## src/logic/pwr_irq_pkg.sv

```systemverilog
package pwr_irq_pkg;

    // Register map, byte addressed over the plain register port
    localparam logic [4:0] ADDR_CTRL1 = 5'h00;
    localparam logic [4:0] ADDR_CTRL2 = 5'h01;
    localparam logic [4:0] ADDR_CTRL3 = 5'h02;
    localparam logic [4:0] ADDR_OFFSET = 5'h0E;
    localparam logic [4:0] ADDR_TMR_CLOCK_OUTPUT = 5'h0F;

    // Control 1 fields
    localparam int HOUR12_BIT = 3;
    localparam int SEC_IE_BIT = 2;
    localparam int ALARM_IE_BIT = 1;
    localparam int CAP_SEL_BIT = 7;
    localparam logic [7:0] SOFT_RESET_CODE = 8'h58;

    // Control 2 fields
    localparam int WDG_FLAG_BIT = 7;
    localparam int CTA_FLAG_BIT = 6;
    localparam int CTB_FLAG_BIT = 5;
    localparam int SEC_FLAG_BIT = 4;
    localparam int ALM_FLAG_BIT = 3;
    localparam int WDG_IE_BIT = 2;
    localparam int CTA_IE_BIT = 1;
    localparam int CTB_IE_BIT = 0;

    // Control 3 fields
    localparam int PM_HI = 7;
    localparam int PM_LO = 5;
    localparam int SWO_FLAG_BIT = 3;
    localparam int BLO_FLAG_BIT = 2;
    localparam int SWO_IE_BIT = 1;
    localparam int BLO_IE_BIT = 0;

    // Timer and clock output control fields
    localparam int TA_PULSE_BIT = 7;
    localparam int TB_PULSE_BIT = 6;
    localparam int CLOCK_OUTPUT_DIS_BIT = 3;

    // Reset values
    localparam logic [7:0] CTRL1_RST = 8'h00;
    localparam logic [7:0] CTRL2_RST = 8'h00;
    localparam logic [2:0] PM_RST = 3'h7;
    localparam logic [7:0] OFFSET_RST = 8'h00;
    localparam logic [7:0] TMR_CLOCK_OUTPUT_RST = 8'h00;
    localparam logic [7:0] DATA_ZERO = 8'h00;

    // Power mode codes
    localparam logic [2:0] PM_STD_BLD = 3'h0;
    localparam logic [2:0] PM_DIRECT_BLD = 3'h1;
    localparam logic [2:0] PM_OFF_BLD = 3'h2;
    localparam logic [2:0] PM_STD = 3'h4;
    localparam logic [2:0] PM_DIRECT = 3'h5;
    localparam logic [2:0] PM_NOT_ALLOWED = 3'h6;
    localparam logic [2:0] PM_OFF = 3'h7;

    typedef enum logic [2:0] {
        SUP_MAIN = 3'b001,
        SUP_BATTERY = 3'b010,
        SUP_STANDBY = 3'b100
    } supply_e;

    // Event pulses from timers, alarm and offset correction
    typedef struct packed {
        logic second_tick;
        logic timer_a;
        logic timer_b;
        logic watchdog_a;
        logic alarm;
        logic offset_pulse;
    } events_s;

    // Analog comparator results
    typedef struct packed {
        logic main_below_bat;
        logic main_below_switch_threshold;
        logic bat_below_battery_low_threshold;
    } compare_s;

endpackage

```

## src/logic/rtc_interrupt_power_mgmt.sv

```systemverilog
// Contract
// - Reset leaves shared pin running crystal clock
// - Reset: 24h, offset zero, timers, enables off
// - Reset: switch-over, battery-low off, small capacitor
// - Both interrupts active low; primary shares clock pin
// - Primary combines eight event sources
// - Secondary driven only by timer B
// - One bit selects pulse for second, timer A
// - Separate bit selects pulse for timer B
// - Other sources except offset pulse give level following flag
// - Five flags clearable by host write
// - Watchdog flag read-only, cleared by control 2 read
// - Low codes select standard, direct, off with detection
// - Upper codes mirror without detection; 110 forbidden
// - Code 111 plus main loss gives standby
// - Battery switch sets flag, then gated interrupt
// - Flag cleared only on main; interrupt holds
// - On battery ignore interface, outputs high impedance
// - Switch-over disabled reads flag as zero
// - Direct: main below battery; standard: also threshold
// - Battery-low enable makes primary follow flag
// - Battery-low flag read-only, hardware cleared, monitored only in low codes
// - Battery-low interrupt holds until flag or enable clear
// - Control 3 field and bit layout
//
// The register addresses and the strobed register port were decided locally.
`timescale 1ns/10ps
`default_nettype none
module rtc_interrupt_power_mgmt
    import pwr_irq_pkg::*;
(
    // Clock and reset
    input wire logic core_clk_in,
    input wire logic rst_b_in,
    // Register port
    input wire logic [4:0] reg_addr_in,
    input wire logic [7:0] reg_wdata_in,
    input wire logic reg_wr_in,
    input wire logic reg_rd_in,
    output logic [7:0] reg_rdata_out,
    output logic reg_rdata_oe_out,
    // Event sources and crystal clock enable
    input wire events_s events_in,
    input wire logic xtal_tick_in,
    // Comparators, asynchronous
    input wire compare_s compare_in,
    // Interrupt pins, open drain except primary, which drives high while in reset
    output logic primary_irq_n_out,
    output logic primary_irq_oe_out,
    output logic timer_b_irq_n_out,
    output logic timer_b_irq_oe_out,
    // Status to analog and datapath
    output logic on_battery_out,
    output logic cap_sel_out,
    output logic hour12_out,
    output logic [7:0] offset_out
);

    // Reset release synchroniser
    logic rst_meta_ff, rst_sync_ff;
    always_ff @(posedge core_clk_in or negedge rst_b_in) begin
        if (!rst_b_in) begin
            rst_meta_ff <= 1'b0;
            rst_sync_ff <= 1'b0;
        end else begin
            rst_meta_ff <= 1'b1;
            rst_sync_ff <= rst_meta_ff;
        end
    end
    wire logic rst_n = rst_sync_ff;

    // Comparator synchronisers; first stage read only by the second
    compare_s cmp_meta_ff, cmp_ff;
    always_ff @(posedge core_clk_in or negedge rst_n) begin
        if (!rst_n) begin
            cmp_meta_ff <= '0;
            cmp_ff <= '0;
        end else begin
            cmp_meta_ff <= compare_in;
            cmp_ff <= cmp_meta_ff;
        end
    end

    function automatic logic swo_enabled(input logic [2:0] pm);
        // Codes 010, 110 and 111 leave switch-over off
        swo_enabled = (pm != PM_OFF_BLD) && (pm != PM_NOT_ALLOWED) && (pm != PM_OFF);
    endfunction

    function automatic logic blo_enabled(input logic [2:0] pm);
        blo_enabled = !pm[2];
    endfunction

    // Registers
    logic [7:0] ctrl1_ff, nxt_ctrl1;
    logic [7:0] ctrl2_ff, nxt_ctrl2;
    logic [2:0] pm_ff, nxt_pm;
    logic swo_flag_ff, nxt_swo_flag;
    logic blo_flag_ff, nxt_blo_flag;
    logic swo_ie_ff, nxt_swo_ie;
    logic blo_ie_ff, nxt_blo_ie;
    logic [7:0] offset_ff, nxt_offset;
    logic [7:0] tmr_clock_output_ff, nxt_tmr_clock_output;
    supply_e supply_ff, nxt_supply;
    logic soft_rst;
    logic main_fail;
    logic bus_ok;
    logic wr_ok;
    logic rd_ok;

    always_comb begin
        case (pm_ff)
            PM_STD_BLD, PM_STD:
                main_fail = cmp_ff.main_below_bat && cmp_ff.main_below_switch_threshold;
            PM_DIRECT_BLD, PM_DIRECT: main_fail = cmp_ff.main_below_bat;
            default: main_fail = cmp_ff.main_below_bat;
        endcase
        bus_ok = (supply_ff == SUP_MAIN);
        wr_ok = reg_wr_in && bus_ok;
        rd_ok = reg_rd_in && bus_ok;
        soft_rst = wr_ok && (reg_addr_in == ADDR_CTRL1) && (reg_wdata_in == SOFT_RESET_CODE);
    end

    // Supply state machine
    always_comb begin
        nxt_supply = supply_ff;
        case (supply_ff)
            SUP_MAIN: begin
                if (main_fail) begin
                    nxt_supply = swo_enabled(pm_ff) ? SUP_BATTERY : SUP_STANDBY;
                end
            end
            SUP_BATTERY: if (!main_fail) nxt_supply = SUP_MAIN;
            SUP_STANDBY: if (!cmp_ff.main_below_bat) nxt_supply = SUP_MAIN;
            default: nxt_supply = SUP_MAIN;
        endcase
    end

    // Register next values
    always_comb begin
        nxt_ctrl1 = ctrl1_ff;
        nxt_ctrl2 = ctrl2_ff;
        nxt_pm = pm_ff;
        nxt_swo_flag = swo_flag_ff;
        nxt_blo_flag = blo_flag_ff;
        nxt_swo_ie = swo_ie_ff;
        nxt_blo_ie = blo_ie_ff;
        nxt_offset = offset_ff;
        nxt_tmr_clock_output = tmr_clock_output_ff;
        if (soft_rst) begin
            nxt_ctrl1 = CTRL1_RST;
            nxt_ctrl2 = CTRL2_RST;
            nxt_pm = PM_RST;
            nxt_swo_flag = 1'b0;
            nxt_swo_ie = 1'b0;
            nxt_blo_ie = 1'b0;
            nxt_offset = OFFSET_RST;
            nxt_tmr_clock_output = TMR_CLOCK_OUTPUT_RST;
        end else if (wr_ok) begin
            case (reg_addr_in)
                ADDR_CTRL1: nxt_ctrl1 = reg_wdata_in;
                ADDR_CTRL2: begin
                    // flags clear on a written zero; watchdog flag ignores writes
                    nxt_ctrl2[CTA_FLAG_BIT] = ctrl2_ff[CTA_FLAG_BIT] & reg_wdata_in[CTA_FLAG_BIT];
                    nxt_ctrl2[CTB_FLAG_BIT] = ctrl2_ff[CTB_FLAG_BIT] & reg_wdata_in[CTB_FLAG_BIT];
                    nxt_ctrl2[SEC_FLAG_BIT] = ctrl2_ff[SEC_FLAG_BIT] & reg_wdata_in[SEC_FLAG_BIT];
                    nxt_ctrl2[ALM_FLAG_BIT] = ctrl2_ff[ALM_FLAG_BIT] & reg_wdata_in[ALM_FLAG_BIT];
                    nxt_ctrl2[WDG_IE_BIT] = reg_wdata_in[WDG_IE_BIT];
                    nxt_ctrl2[CTA_IE_BIT] = reg_wdata_in[CTA_IE_BIT];
                    nxt_ctrl2[CTB_IE_BIT] = reg_wdata_in[CTB_IE_BIT];
                end
                ADDR_CTRL3: begin
                    if (reg_wdata_in[PM_HI:PM_LO] != PM_NOT_ALLOWED) begin
                        nxt_pm = reg_wdata_in[PM_HI:PM_LO];
                    end
                    // write of zero only honoured on main supply
                    nxt_swo_flag = swo_flag_ff & reg_wdata_in[SWO_FLAG_BIT];
                    nxt_swo_ie = reg_wdata_in[SWO_IE_BIT];
                    nxt_blo_ie = reg_wdata_in[BLO_IE_BIT];
                end
                ADDR_OFFSET: nxt_offset = reg_wdata_in;
                ADDR_TMR_CLOCK_OUTPUT: nxt_tmr_clock_output = reg_wdata_in;
                default: ;
            endcase
        end
        // read of control 2 clears watchdog flag
        if (rd_ok && (reg_addr_in == ADDR_CTRL2)) begin
            nxt_ctrl2[WDG_FLAG_BIT] = 1'b0;
        end
        // Hardware set wins over a clear in the same cycle
        if (events_in.watchdog_a) nxt_ctrl2[WDG_FLAG_BIT] = 1'b1;
        if (events_in.timer_a) nxt_ctrl2[CTA_FLAG_BIT] = 1'b1;
        if (events_in.timer_b) nxt_ctrl2[CTB_FLAG_BIT] = 1'b1;
        if (events_in.second_tick) nxt_ctrl2[SEC_FLAG_BIT] = 1'b1;
        if (events_in.alarm) nxt_ctrl2[ALM_FLAG_BIT] = 1'b1;
        if (supply_ff == SUP_MAIN && nxt_supply == SUP_BATTERY) begin
            nxt_swo_flag = 1'b1;
        end
        if (!swo_enabled(nxt_pm)) nxt_swo_flag = 1'b0;
        // set by the detector only, cleared by it or by an upper power mode code, also on battery
        if (blo_enabled(pm_ff)) begin
            nxt_blo_flag = cmp_ff.bat_below_battery_low_threshold;
        end else begin
            nxt_blo_flag = 1'b0;
        end
    end

    always_ff @(posedge core_clk_in or negedge rst_n) begin
        if (!rst_n) begin
            ctrl1_ff <= CTRL1_RST;
            ctrl2_ff <= CTRL2_RST;
            pm_ff <= PM_RST;
            swo_flag_ff <= 1'b0;
            blo_flag_ff <= 1'b0;
            swo_ie_ff <= 1'b0;
            blo_ie_ff <= 1'b0;
            offset_ff <= OFFSET_RST;
            tmr_clock_output_ff <= TMR_CLOCK_OUTPUT_RST;
            supply_ff <= SUP_MAIN;
        end else begin
            ctrl1_ff <= nxt_ctrl1;
            ctrl2_ff <= nxt_ctrl2;
            pm_ff <= nxt_pm;
            swo_flag_ff <= nxt_swo_flag;
            blo_flag_ff <= nxt_blo_flag;
            swo_ie_ff <= nxt_swo_ie;
            blo_ie_ff <= nxt_blo_ie;
            offset_ff <= nxt_offset;
            tmr_clock_output_ff <= nxt_tmr_clock_output;
            supply_ff <= nxt_supply;
        end
    end

    // Interrupt combining
    logic pulse_a_sel, pulse_b_sel;
    logic prim_active, timer_b_active;
    logic [7:0] nxt_rdata;
    logic nxt_rdata_oe;
    logic clk_phase_ff, nxt_clk_phase;
    logic nxt_prim_n, nxt_tb_n;

    always_comb begin
        pulse_a_sel = tmr_clock_output_ff[TA_PULSE_BIT];
        pulse_b_sel = tmr_clock_output_ff[TB_PULSE_BIT];
        prim_active =
            (ctrl1_ff[SEC_IE_BIT] &&
                (pulse_a_sel ? events_in.second_tick : ctrl2_ff[SEC_FLAG_BIT])) ||
            (ctrl2_ff[CTA_IE_BIT] &&
                (pulse_a_sel ? events_in.timer_a : ctrl2_ff[CTA_FLAG_BIT])) ||
            (ctrl2_ff[WDG_IE_BIT] && ctrl2_ff[WDG_FLAG_BIT]) ||
            (ctrl2_ff[CTB_IE_BIT] &&
                (pulse_b_sel ? events_in.timer_b : ctrl2_ff[CTB_FLAG_BIT])) ||
            (ctrl1_ff[ALARM_IE_BIT] && ctrl2_ff[ALM_FLAG_BIT]) ||
            (swo_ie_ff && swo_flag_ff) ||
            (blo_ie_ff && blo_flag_ff) ||
            events_in.offset_pulse;
        timer_b_active = ctrl2_ff[CTB_IE_BIT] &&
            (pulse_b_sel ? events_in.timer_b : ctrl2_ff[CTB_FLAG_BIT]);
        nxt_clk_phase = xtal_tick_in ? !clk_phase_ff : clk_phase_ff;
        // clock output when enabled, else active-low interrupt
        if (!tmr_clock_output_ff[CLOCK_OUTPUT_DIS_BIT]) begin
            nxt_prim_n = nxt_clk_phase;
        end else begin
            nxt_prim_n = !prim_active;
        end
        nxt_tb_n = !timer_b_active;
        nxt_rdata = DATA_ZERO;
        nxt_rdata_oe = 1'b0;
        if (rd_ok) begin
            nxt_rdata_oe = 1'b1;
            case (reg_addr_in)
                ADDR_CTRL1: nxt_rdata = ctrl1_ff;
                ADDR_CTRL2: nxt_rdata = ctrl2_ff;
                ADDR_CTRL3: begin
                    nxt_rdata[PM_HI:PM_LO] = pm_ff;
                    nxt_rdata[SWO_FLAG_BIT] = swo_flag_ff;
                    nxt_rdata[BLO_FLAG_BIT] = blo_flag_ff;
                    nxt_rdata[SWO_IE_BIT] = swo_ie_ff;
                    nxt_rdata[BLO_IE_BIT] = blo_ie_ff;
                end
                ADDR_OFFSET: nxt_rdata = offset_ff;
                ADDR_TMR_CLOCK_OUTPUT: nxt_rdata = tmr_clock_output_ff;
                default: nxt_rdata = DATA_ZERO;
            endcase
        end
    end

    logic prim_n_ff, tb_n_ff;
    logic [7:0] rdata_ff;
    logic rdata_oe_ff;
    always_ff @(posedge core_clk_in or negedge rst_n) begin
        if (!rst_n) begin
            clk_phase_ff <= 1'b0;
            prim_n_ff <= 1'b1;
            tb_n_ff <= 1'b1;
            rdata_ff <= DATA_ZERO;
            rdata_oe_ff <= 1'b0;
        end else begin
            clk_phase_ff <= nxt_clk_phase;
            prim_n_ff <= nxt_prim_n;
            tb_n_ff <= nxt_tb_n;
            rdata_ff <= nxt_rdata;
            rdata_oe_ff <= nxt_rdata_oe;
        end
    end

    logic prim_oe_ff, tb_oe_ff;
    always_ff @(posedge core_clk_in or negedge rst_n) begin
        if (!rst_n) begin
            prim_oe_ff <= 1'b1;
            tb_oe_ff <= 1'b0;
        end else begin
            prim_oe_ff <= !nxt_prim_n;
            tb_oe_ff <= !nxt_tb_n;
        end
    end

    logic on_bat_ff;
    always_ff @(posedge core_clk_in or negedge rst_n) begin
        if (!rst_n) begin
            on_bat_ff <= 1'b0;
        end else begin
            on_bat_ff <= (nxt_supply != SUP_MAIN);
        end
    end

    assign reg_rdata_out = rdata_ff;
    assign reg_rdata_oe_out = rdata_oe_ff;
    assign primary_irq_n_out = prim_n_ff;
    assign primary_irq_oe_out = prim_oe_ff;
    assign timer_b_irq_n_out = tb_n_ff;
    assign timer_b_irq_oe_out = tb_oe_ff;
    assign on_battery_out = on_bat_ff;
    assign cap_sel_out = ctrl1_ff[CAP_SEL_BIT];
    assign hour12_out = ctrl1_ff[HOUR12_BIT];
    assign offset_out = offset_ff;

    // Checks
    a_wdg_read_clear: assert property (@(posedge core_clk_in) disable iff (!rst_n)
        rd_ok && reg_addr_in == ADDR_CTRL2 && !events_in.watchdog_a
        |=> !ctrl2_ff[WDG_FLAG_BIT]) else $error("watchdog flag not cleared by read");
    a_swo_flag_set: assert property (@(posedge core_clk_in) disable iff (!rst_n)
        supply_ff == SUP_MAIN && main_fail && swo_enabled(pm_ff) |=> swo_flag_ff)
        else $error("switch-over flag not set");
    a_swo_zero_off: assert property (@(posedge core_clk_in) disable iff (!rst_n)
        !swo_enabled(pm_ff) |-> !swo_flag_ff) else $error("switch-over flag set while off");
    a_bus_ignored: assert property (@(posedge core_clk_in) disable iff (!rst_n)
        supply_ff != SUP_MAIN && reg_rd_in |=> !reg_rdata_oe_out)
        else $error("interface answered on battery");
    a_standby_entry: assert property (@(posedge core_clk_in) disable iff (!rst_n)
        supply_ff == SUP_MAIN && main_fail && pm_ff == PM_OFF |=> supply_ff == SUP_STANDBY)
        else $error("standby not entered");
    a_tb_irq_only: assert property (@(posedge core_clk_in) disable iff (!rst_n)
        !ctrl2_ff[CTB_IE_BIT] |=> timer_b_irq_n_out) else $error("secondary irq without timer b");
    a_blo_irq: assert property (@(posedge core_clk_in) disable iff (!rst_n)
        tmr_clock_output_ff[CLOCK_OUTPUT_DIS_BIT] && blo_ie_ff && blo_flag_ff |=> !primary_irq_n_out)
        else $error("battery-low irq missing");
    a_blo_write_ignored: assert property (@(posedge core_clk_in) disable iff (!rst_n)
        blo_enabled(pm_ff) && $stable(pm_ff) && cmp_ff.bat_below_battery_low_threshold
        |=> blo_flag_ff) else $error("battery-low flag lost");
    a_pm_never_110: assert property (@(posedge core_clk_in) disable iff (!rst_n)
        pm_ff != PM_NOT_ALLOWED) else $error("forbidden power mode");
    c_to_battery: cover property (@(posedge core_clk_in) disable iff (!rst_n)
        supply_ff == SUP_MAIN ##1 supply_ff == SUP_BATTERY);
    c_standby: cover property (@(posedge core_clk_in) disable iff (!rst_n)
        supply_ff == SUP_STANDBY);
    c_wdg_clear: cover property (@(posedge core_clk_in) disable iff (!rst_n)
        ctrl2_ff[WDG_FLAG_BIT] ##1 !ctrl2_ff[WDG_FLAG_BIT]);

endmodule
`default_nettype wire

```

## config.mk

```make
export PLATFORM = sky130hd
export DESIGN_NAME = rtc_interrupt_power_mgmt
export DESIGN_NICKNAME = d
export VERILOG_FILES = /design/src/logic/pwr_irq_pkg.sv /design/src/logic/rtc_interrupt_power_mgmt.sv
export SDC_FILE = /design/constraint.sdc
export NUM_CORES = 1
export LEC_CHECK = 0
export ABC_CLOCK_PERIOD_IN_PS = 1900
export BUFFER_PORTS_ARGS = -buffer_cell sky130_fd_sc_hd__buf_2
export CORE_MARGIN = 2
export CORE_UTILIZATION = 50
export CTS_CLUSTER_DIAMETER = 60
export DETAILED_ROUTE_END_ITERATION = 8
export PLACE_DENSITY = 0.82
export SYNTH_ARGS = -nofsm -noshare
export SYNTH_HDL_FRONTEND = slang
export SYNTH_SLANG_ARGS = --single-unit
export TNS_END_PERCENT = 20
```

## constraint.sdc

```tcl
create_clock -name core_clk_in -period 1.9 [get_ports core_clk_in]
set_clock_uncertainty 0.15 [all_clocks]
set_input_delay 0.285 -clock core_clk_in [delete_from_list [all_inputs] [get_ports core_clk_in]]
set_output_delay 0.285 -clock core_clk_in [all_outputs]
set_load 0.005 [all_outputs]
```

**Yosys cells after proc, flatten, opt, wreduce, memory -nomap -nowiden**

Cells that the tools add are included.

- Output and inout bits: 24
- Register bits: 65

- Bitwise logic cells: 5
- Muxes and demuxes: 51
- Reductions and logical operators: 57
- Eq/ne operators: 20

Operators with widths:

| operator | number |
|---|---|
| $mux 8 | 10 |
| $reduce_bool 3->1 | 9 |
| $mux 1 | 26 |
| $mux 3 | 8 |
| $mux 7 | 3 |
| $pmux 4 s5 | 1 |
| $reduce_and 2->1 | 10 |
| $logic_and 1x1->1 | 18 |
| $ne 3x3->1 const B | 5 |
| $pmux 3 s5 | 1 |
| $reduce_bool 2->1 | 6 |
| $eq 5x4->1 const B | 2 |
| $pmux 3 s3 | 1 |
| $eq 8x7->1 const B | 1 |
| $logic_or 1x1->1 | 7 |
| $eq 3x2->1 const B | 2 |
| $eq 3x3->1 const B | 2 |
| $ne 3x2->1 const B | 2 |
| $and 1x1->1 | 5 |
| $eq 5x1->1 const B | 1 |
| $eq 5x2->1 const B | 1 |
| $logic_not 5->1 | 1 |
| $logic_not 1->1 | 4 |
| $ne 4x3->1 const B | 1 |
| 6 further kinds | 6 |

**Logic depth before layout (Yosys ltp)**

Gate-level depths: netlist of run 1.

- Depth after elaboration: 12
- Gate-level depth with buffers: 8

**Worst setup path before layout of run 1**

OpenSTA, ideal clock, no wires.

- Path kind: input port to flip-flop
- Start point: input reg_addr_in[1]
- End point: register ctrl1_ff[1]
- Setup slack: -54 ps
- Data required time: 1,625 ps
- Buffers on the path: 2
- Stages: 5
- Data arrival time: 1,679 ps
- Cells stage by stage: or4_1 -> buf_2 -> nor3_4 -> buf_4 -> mux2_2

- Word-level cells in the longest chain between the ends: 5
- Elaborated cells between the ends (all ways): 7
- Classes of those cells: mux (1); reduce/logical (6)

RTL lines:

| element | line | source |
|---|---|---|
| start: declaration | rtc_interrupt_power_mgmt.sv:36 | `input wire logic [4:0] reg_addr_in,` |
| $logic_not 5->1 (*) | rtc_interrupt_power_mgmt.sv:120, rtc_interrupt_power_mgmt.sv:159 |  |
| $logic_and 1x1->1 (2 in series) | rtc_interrupt_power_mgmt.sv:120 | `soft_rst = wr_ok && (reg_addr_in == ADDR_CTRL1) && (reg_wdata_in == SOFT_RESET_CODE);` |
| $reduce_bool 2->1 (no source line) | - |  |
| $reduce_and 2->1 (no source line) | - |  |
| end signal: assignment | rtc_interrupt_power_mgmt.sv:220 | `ctrl1_ff <= nxt_ctrl1;` |
| end: declaration | rtc_interrupt_power_mgmt.sv:94 | `logic [7:0] ctrl1_ff, nxt_ctrl1;` |

Mark *: on every way between the ends. The rest lies on a longest branch, timed or not.
A chain may end at the register's enable or synchronous reset.

**Final worst setup path of run 1**

- Start point: register supply_ff[0]
- End point: register swo_flag_ff

- Word-level cells in the longest chain between the ends: 10
- Elaborated cells between the ends (all ways): 25
- Classes of those cells: eq/ne (9); mux (9); reduce/logical (7)

RTL lines:

| element | line | source |
|---|---|---|
| start: declaration | rtc_interrupt_power_mgmt.sv:103 | `supply_e supply_ff, nxt_supply;` |
| start signal: assignment | rtc_interrupt_power_mgmt.sv:229 | `supply_ff <= nxt_supply;` |
| $eq 3x1->1 | rtc_interrupt_power_mgmt.sv:117, rtc_interrupt_power_mgmt.sv:126, rtc_interrupt_power_mgmt.sv:195 |  |
| $logic_and 1x1->1 | rtc_interrupt_power_mgmt.sv:118 | `wr_ok = reg_wr_in && bus_ok;` |
| $logic_and 1x1->1 (2 in series) | rtc_interrupt_power_mgmt.sv:120 |  |
| $mux 3 | rtc_interrupt_power_mgmt.sv:149 | `if (soft_rst) begin` |
| $ne 3x2->1 or $ne 3x3->1 (tied branches) | rtc_interrupt_power_mgmt.sv:86 | `swo_enabled = (pm != PM_OFF_BLD) && (pm != PM_NOT_ALLOWED) && (pm != PM_OFF);` |
| $logic_and 1x1->1 (2 in series) | rtc_interrupt_power_mgmt.sv:86 |  |
| $ne 4x3->1 (no source line) or $ne 4x4->1 (tied branches) | - |  |
| $reduce_and 2->1 (no source line) | - |  |
| end signal: assignment | rtc_interrupt_power_mgmt.sv:223 | `swo_flag_ff <= nxt_swo_flag;` |
| end: declaration | rtc_interrupt_power_mgmt.sv:97 | `logic swo_flag_ff, nxt_swo_flag;` |

Several ways; a longest one is shown, not always the timed one.

==> results of run 1 <==
final cells by class:
| type | count | area, µm² |
|---|---|---|
| clock buffer | 10 | 128 |
| clock inverter | 6 | 115 |
| fill | 426 | 1800 |
| inverter | 8 | 30.0 |
| multi-input combinational | 194 | 1220 |
| sequential | 65 | 1640 |
| tap | 72 | 90.1 |
| timing repair buffer | 87 | 559 |
cell usage in the layout, fill, tap and decap left out, types with 3 or more instances in the layout:
master         count
inv_1              8
a31o_2             4
dfrtp_1           57
clkbuf_8           9
dfstp_2            7
nor2b_1            4
o21ai_0           13
mux2i_1            8
nor2_1            13
mux2_2             8
nand2b_1           5
buf_4             29
nor3_1             5
a22oi_1            8
dlygate4sd3_1      6
a21oi_1           26
nand3_1            3
buf_2             50
bufinv_16          3
nand2_1           50
o22ai_1            5
power groups by stage:
stage / sequential (mW) / clock [mW] / combinational (mW)
final: 1.94 / 1.43 / 0.947
after global routing: 1.96 / 1.50 / 1.04
after CTS: 1.93 / 1.44 / 0.923
after detailed placement: 1.96 / 0 / 0.899
after global placement: 1.94 / 0 / 0.866
after floorplan: 1.93 / 0 / 0.510
per-layer routing:
layer,part of all wire (%),global-route usage [%]
met5,0,0
met4,2.6,14.4
met3,7.1,4.04
met2,48,38.8
met1,42,36.7
worst min path at each step:
stage / cells past startpoint / end / slack [ns]
CTS: 2 / ctrl2_ff[3] / 0.001
detailed placement: 1 / rst_meta_ff / -0.08
floorplan: 0 / rst_meta_ff / -0.16
global route: 2 / ctrl2_ff[7] / 0.007
finish: 2 / ctrl2_ff[7] / 0.009
global placement: 1 / rst_meta_ff / -0.08
kinds of logic after synthesis:
logic type / synth area share (%)
buffers and inverters: 3.30
and+or+nand+nor: 17.8
DFF: 56.0
AOI/OAI and AO/OA: 16.3
other: 0.128
xor gates and xnor gates: 0.600
muxes: 5.83
sequential cells by signal, indices dropped and copies added, names as in the netlist, 8 cells and up:
| name | count |
|---|---|
| ctrl1_ff | 8 |
| reg_rdata_out | 8 |
| ctrl2_ff | 8 |
| tmr_clock_output_ff | 8 |
| offset_out | 8 |
through the flow:
step,power [mW],hold WS [ns],std cells,instance area [µm²]
floorplan,2.44,-0.161,277,2920
global route,4.51,0.00650,442,3780
global placement,2.81,-0.0807,420,3440
detailed placement,2.86,-0.0780,420,3440
finish,4.31,0.00883,442,3780
CTS,4.30,0.00112,442,3750
timing repair:
action / CTS / global route
endpoints found under the hold margin: 7 / 0
resized for setup: 1 / 5
setup endpoints to repair: 6 / 16
hold buffers: 6 / 0
critical path, delay by kind of cell, from the launching register on:
kind / cells / cell delay (ns)
buf+inv: 1 / 0.17
simple gates: 1 / 0.12
flops: 1 / 0.53
compound gates: 3 / 0.78
==> run metrics, run 1 <==
outcome complete, no violations; initial antenna violation count 0; post-CTS repair timing setup buffer count 0; DIE HEIGHT 80.4 µm; Worst setup EP type flop; Clk Latency, worst-skew pair 0.34 ns; Critical Path Max Stage Delay 0.53 ns; post-synthesis register bit count 65; Seq pwr share 45.0%; maximum VDD drop 0.715 mV; Overflow after GRT 0; Area Overhead vs Synth 29.3%; synthesized netlist cell count 277; syn_nets 304; vias 2607; Period Utilization, post-route 98.1%; Total GRT Usage 26.1%; Period minus WS final 1.86 ns; PD cells 1140 mW/mm²; dpl hpwl 5420 µm; cells along the critical path nand4bb_1 > buf_6 > a2111oi_4 > o22ai_2 > o311a_1; worst path arrival time 1.94 ns; initial core utilization 52.4%; Net count, final 392; worst hold start events_in[2]; final worst slack 0.0359 ns; Startpoint Class flop; EDFF count, synth 0; dominant cell type by area after synthesis dfrtp_1; clock tree buffer depth 2; row count 27; CP endpoint swo_flag_ff; TritonCTS clock tree yes; fmax 536 MHz; final number of max-transition violations 0; internal power 3.05 mW; wire per inst 17.4 µm; dominant synthesized flop cell dfrtp_1; worst flop-to-flop path startpoint supply_ff[0]; HP Class input pin to flop; Critical Path Fanout Max 9; reg2reg setup slack 0.04 ns; die area 0.00647 mm²; n_diodes 0; combinational share of power 22.0%; critical path class flop to flop; drt drc 0; top cells by count, synth 58 x dfrtp_1, 50 x nand2_1, 26 x a21oi_1, 13 x nor2_1, 13 x o21ai_0; iteration-0 DRC count of the detailed router 309; Post-Place Setup Slack -0.213 ns; vias in the first global route 2587; largest net degree at the start of global routing 64; Die Span X 80.4 µm; Top Ports 51; depth of the CTS H-tree 3; reg-to-reg endpoint swo_flag_ff; Via density 5.90; total clock sinks 65; R2R cell count 5; Synth Area per Inst 10.5 µm²; ANT nets after route 0; most numerous cell in the Yosys netlist dfrtp_1; Pleak 1.72 nW; mapped cell area 0.00292 mm²; Reg clk slew, reported paths 0.07 ns; Synth async-reset ratio 100%; maxcap violations 0; synth unique cells 52; layout cell share with drive strength beyond 1 34.3%; YS warnings 0; sequential share of the synthesized area 56.0%; TritonCTS buffer count 9; end-of-flow core utilization 67.7%; Critical Path Slowest Stage Cell dfstp_2; GP Congestion 0.877; first-pass GRT wire length 12600 µm; CP Launch Point supply_ff[0]; top-area cell type share of the netlist area 49.7%; Setup violations, final 0; Hold Vio Cnt, Final 0; sw frac 29.2%; Pre-antenna DRT Iters 6; Port Buffers 50; Worst EP required 1.97 ns; WL final 7690 µm; Clock power frac 33.1%; clock root cell clkbuf_8; Fin Setup TNS 0 ns; Synth area leaders dfrtp_1 50%, nand2_1 6.4%, dfstp_2 6.3%; Net Sw Power 1.26 mW; Core ar. 0.00557 mm²
(Power assumes the default switching activity.)
==> run 2: changes to the inputs <==
Settings changed: RECOVER_POWER from default to 100.
==> run metrics, run 2 (synthesized netlist as in run 1, its figures left out) <==
critical path class flop to flop (unchanged); initial core utilization 52.4% (unchanged); Cells after DPL 420 (unchanged); total clock sinks 65 (unchanged); Slew headroom 45.3%; DIE HEIGHT 80.4 µm (unchanged); commonest non-fill, non-tap cell in the layout dfrtp_1 (unchanged); Worst EP required 1.98 ns (was 1.97 ns); CP Launch Point supply_ff[0] (unchanged); WL final 7720 µm (was 7690 µm); drt drc 0 (unchanged); reg2reg setup slack 0.03 ns (was 0.04 ns); Area Overhead vs Synth 27.7% (was 29.3%); TritonCTS clock tree yes (unchanged); Setup violations, final 0 (unchanged); Net count, final 392 (unchanged); iteration-0 DRC count of the detailed router 322 (was 309); Reg clk slew, reported paths 0.08 ns (was 0.07 ns); Pre-antenna DRT Iters 5 (was 6); row count 27 (unchanged); worst path arrival time 1.95 ns (was 1.94 ns); post-route non-filler standard cell count 442 (unchanged); clock root cell clkbuf_8 (unchanged); Power Total 4.29 mW (was 4.31 mW); first-pass GRT wire length 12600 µm (unchanged); Total GRT Usage 26.1% (unchanged); fmax 535 MHz (was 536 MHz); PD cells 1150 mW/mm² (was 1140 mW/mm²); vias 2600 (was 2607); layout cell share with drive strength beyond 1 28.9% (was 34.3%); maximum VDD drop 0.722 mV (was 0.715 mV); Worst setup EP type flop (unchanged); maxcap violations 0 (unchanged); Clk Latency, worst-skew pair 0.34 ns (about the same); hold slack 0.00655 ns (was 0.00883 ns); Fin Setup TNS 0 ns (unchanged); reg-to-reg endpoint swo_flag_ff (unchanged); Port Buffers 50 (unchanged); Period Utilization, post-route 98.5% (was 98.1%); wire per inst 17.5 µm (was 17.4 µm); R2R cell count 5 (unchanged); CP endpoint swo_flag_ff (unchanged); Critical Path Fanout Max 9 (unchanged); die area 0.00647 mm² (unchanged); ANT nets after route 0 (unchanged); Via density 5.88 (was 5.90); clock tree buffer depth 2 (unchanged); n_diodes 0 (unchanged); initial antenna violation count 0 (unchanged); TritonCTS buffer count 9 (unchanged); final number of max-transition violations 0 (unchanged); Overflow after GRT 0 (unchanged); Die Span X 80.4 µm (unchanged); Top Ports 51 (unchanged); Pleak 1.65 nW (was 1.72 nW); Period minus WS final 1.87 ns (was 1.86 ns); HP Class input pin to flop (unchanged); Startpoint Class flop (unchanged); outcome complete, no violations (unchanged); Core ar. 0.00557 mm² (unchanged); dpl hpwl 5420 µm (unchanged); Slew @ Worst Pin 0.820 ns; vias in the first global route 2587 (unchanged); commonest non-fill, non-tap cells in the layout 57 x dfrtp_1, 50 x nand2_1, 36 x buf_2 (was 57 x dfrtp_1, 50 x nand2_1, 50 x buf_2); GP Congestion 0.877 (unchanged); Hold Vio Cnt, Final 0 (unchanged); largest net degree at the start of global routing 64 (unchanged); worst flop-to-flop path startpoint supply_ff[0] (unchanged); depth of the CTS H-tree 3 (unchanged)
-- run 2: final cells by class --
| cell class | count | area, µm² |
|---|---|---|
| clock inverters | 6 | 115 |
| fillers | 444 | 1840 |
| inverters | 8 | 30.0 |
| flip-flops and latches | 65 | 1640 |
| multi-input cells | 194 | 1210 |
| clock buffers | 10 | 128 |
| well taps | 72 | 90.1 |
| repair buffers | 87 | 523 |
-- run 2: layer usage --
metal	routed length (µm)	track usage, %
met1	3320	36.7
met2	3620	38.8
met3	529	4.04
met4	249	14.4
met5	0	0
-- run 2: power breakdown --
group	internal, mW	switching [mW]
registers	1.71	0.222
clock network	0.879	0.556
logic	0.437	0.484
total	3.03	1.26
-- run 2: worst min-delay path by stage --
| stage | start | end | slack, ns | depth (start not counted) |
|---|---|---|---|---|
| after global routing | events_in[2] | ctrl2_ff[7] | 0.007 | 2 |
| after detailed placement | rst_b_in | rst_meta_ff | -0.08 | 1 |
| final | events_in[2] | ctrl2_ff[7] | 0.007 | 2 |
| after floorplan | rst_b_in | rst_meta_ff | -0.16 | 0 |
| after CTS | events_in[1] | ctrl2_ff[3] | 0.001 | 2 |
| after global placement | rst_b_in | rst_meta_ff | -0.08 | 1 |
-- run 2: through the flow --
step	utilization (%)	setup WS, ns	area, µm²
finish	66.9	0.0293	3730
global route	66.9	-0.000828	3730
CTS	67.3	0.00208	3750
detailed placement	61.7	-0.213	3440
global placement	61.7	-0.183	3440
floorplan	-	-0.0536	2920
-- run 2: what timing repair did --
item                                   in CTS  in global routing
endpoints found under the hold margin       7                  0
hold buffers                                6                  0
setup endpoints to repair                   6                 16
setup buffers                               0                  0
gates resized for setup                     1                  5
gates cloned                                0                  0
-- run 2: critical path, cell delays in order, from the launching register on --
cell	delay, ns
dfstp_2	0.54
nand4bb_1	0.12
buf_6	0.16
a2111oi_4	0.28
o22ai_2	0.13
o311a_1	0.37
==> run 3: changes to the inputs <==
Settings changed: ABC_CLOCK_PERIOD_IN_PS 1900 to 1750, PLACE_DENSITY 0.82 to 0.79.
Clock period 1.9 ns to 1.75 ns, I/O delays scaled along.
==> run metrics, run 3 (synthesized netlist as in run 1, its figures left out) <==
row count 27 (unchanged); HP Class input pin to flop (unchanged); Period minus WS final 1.78 ns (was 1.87 ns); n_diodes 0 (unchanged); Slew headroom 44.9% (was 45.3%); commonest non-fill, non-tap cell in the layout dfrtp_1 (unchanged); Reg clk slew, reported paths 0.07 ns (was 0.08 ns); PD cells 1180 mW/mm² (was 1150 mW/mm²); Port Buffers 50 (unchanged); final number of max-transition violations 0 (unchanged); combinational share of power 25.2% (was 21.5%); Die Span X 80.4 µm (unchanged); Net count, final 405 (was 392); GP Congestion 0.907 (was 0.877); fmax 561 MHz (was 535 MHz); TritonCTS buffer count 9 (unchanged); Critical Path Max Stage Delay 0.53 ns (was 0.54 ns); outcome complete, but fails checks (was complete, no violations); Pleak 1.75 nW (was 1.65 nW); Via density 5.99 (was 5.88); Critical Path Slowest Stage Cell dfstp_2 (unchanged); RSZ-0062 raised after global routing yes; wire per inst 18.7 µm (was 17.5 µm); Top Ports 51 (unchanged); DIE HEIGHT 80.4 µm (unchanged); Setup violations, final 11 (was 0); Clk Latency, worst-skew pair 0.34 ns (about the same); total clock sinks 65 (unchanged); maximum VDD drop 0.816 mV (was 0.722 mV); Post-Place Setup Slack -0.378 ns (was -0.213 ns); Area Overhead vs Synth 33.1% (was 27.7%); Power Total 4.57 mW (was 4.29 mW); commonest non-fill, non-tap cells in the layout 57 x dfrtp_1, 49 x nand2_1, 40 x buf_2 (was 57 x dfrtp_1, 50 x nand2_1, 36 x buf_2); Startpoint Class flop (unchanged); post-route non-filler standard cell count 455 (was 442); iteration-0 DRC count of the detailed router 331 (was 322); Core ar. 0.00557 mm² (unchanged); internal power 3.12 mW (was 3.03 mW); initial antenna violation count 0 (unchanged); critical path's top delay family flip-flops (was compound AO/OA/AOI/OAI gates); Worst EP required 1.82 ns (was 1.98 ns); Overflow after GRT 0 (unchanged); hold slack 0.0173 ns (was 0.00655 ns); critical path class flop to flop (unchanged); dpl hpwl 5910 µm (was 5420 µm); Worst Path Buf+Inv 3 (was 1); clock tree buffer depth 2 (unchanged); TritonCTS clock tree yes (unchanged); sw frac 31.6% (was 29.4%); Hold Vio Cnt, Final 0 (unchanged); drt drc 0 (unchanged); Slew @ Worst Pin 0.826 ns (was 0.820 ns); layout cell share with drive strength beyond 1 33.9% (was 28.9%); final worst slack -0.0324 ns (was 0.0293 ns); Period Utilization, post-route 102% (was 98.5%); largest net degree at the start of global routing 64 (unchanged); cells along the critical path buf_4 > nor4bb_4 > clkbuf_1 > nand3_1 > buf_6 > nand2_1 > o22ai_1 (was nand4bb_1 > buf_6 > a2111oi_4 > o22ai_2 > o311a_1); depth of the CTS H-tree 3 (unchanged); die area 0.00647 mm² (unchanged); end-of-flow core utilization 69.7% (was 66.9%); Seq pwr share 46.7% (was 45.1%); worst path arrival time 1.85 ns (was 1.95 ns); WL final 8490 µm (was 7720 µm); maxcap violations 0 (unchanged); Net Sw Power 1.44 mW (was 1.26 mW); Cells after DPL 430 (was 420); clock root cell clkbuf_8 (unchanged); vias in the first global route 2639 (was 2587); initial core utilization 52.4% (unchanged); vias 2726 (was 2600); Pre-antenna DRT Iters 6 (was 5); ANT nets after route 0 (unchanged); Worst setup EP type flop (unchanged); first-pass GRT wire length 13000 µm (was 12600 µm); Clock power frac 28.1% (was 33.4%); Critical Path Fanout Max 9 (unchanged); violations in the final reports setup timing; Total GRT Usage 27.5% (was 26.1%)
==> run 3: cell count changes in the layout (fill, tap and decap cells not counted), sizes merged <==
| cell | change |
|---|---|
| buf | +14 |
| bufinv | -2 |
| clkbuf | -2 |
| clkinv | +1 |
| clkinvlp | +1 |
| dlygate4sd3 | +2 |
| inv | -1 |
==> run 3: layer usage <==
metal | global-route usage (%) | share of wire, % | vias to the layer above
li1 | - | - | 1188
met1 | 35.7 | 40 | 1307
met3 | 4.83 | 7.5 | 45
met5 | 0 | 0 | -
met2 | 43.4 | 47 | 186
met4 | 15.9 | 5.2 | 0
==> run 3: power by group through the flow <==
stage	combinational (mW)	sequential [mW]	clock [mW]
after global routing	1.25	2.15	1.35
final	1.15	2.13	1.29
after CTS	1.13	2.11	1.29
after global placement	0.996	2.11	0
after detailed placement	1.05	2.14	0
after floorplan	0.553	2.10	0
==> run 3: layout make-up <==
cell class                 count  area, µm²
sequential                    65       1640
timing repair buffer         100        667
fill                         417       1690
inverter                       8       30.0
clock inverter                 5       55.1
tap                           72       90.1
multi-input combinational    194       1270
clock buffer                  11        141
==> run 3: what timing repair did <==
action / CTS / global route
setup buffers: 0 / 1
gates resized for setup: 10 / 24
hold buffers: 8 / 0
pin swaps: 5 / 0
hold endpoints to repair: 9 / 0
endpoints found under the setup margin: 22 / 39
==> run 3: worst paths after layout <==
kind                                start                to  slack (ns)  depth (start not counted)
setup / recovery             supply_ff[0]     offset_out[5]       -0.03                          7
max in group asynchronous           rst_n  reg_rdata_out[4]        0.58                          1
setup reg to reg             supply_ff[0]     offset_out[5]       -0.03                          7
hold reg to reg            cmp_meta_ff[0]         cmp_ff[0]        0.20                          0
min in group asynchronous        rst_b_in       rst_meta_ff        0.10                          2
hold / removal               events_in[4]       ctrl2_ff[6]        0.02                          2
==> run 3: metrics by stage <==
stage	setup TNS (ns)	instance area, µm²
floorplan	-3.62	2920
global placement	-10.35	3520
detailed placement	-11.28	3520
CTS	-0.0227	3840
global route	-2.10	3890
finish	-0.119	3890
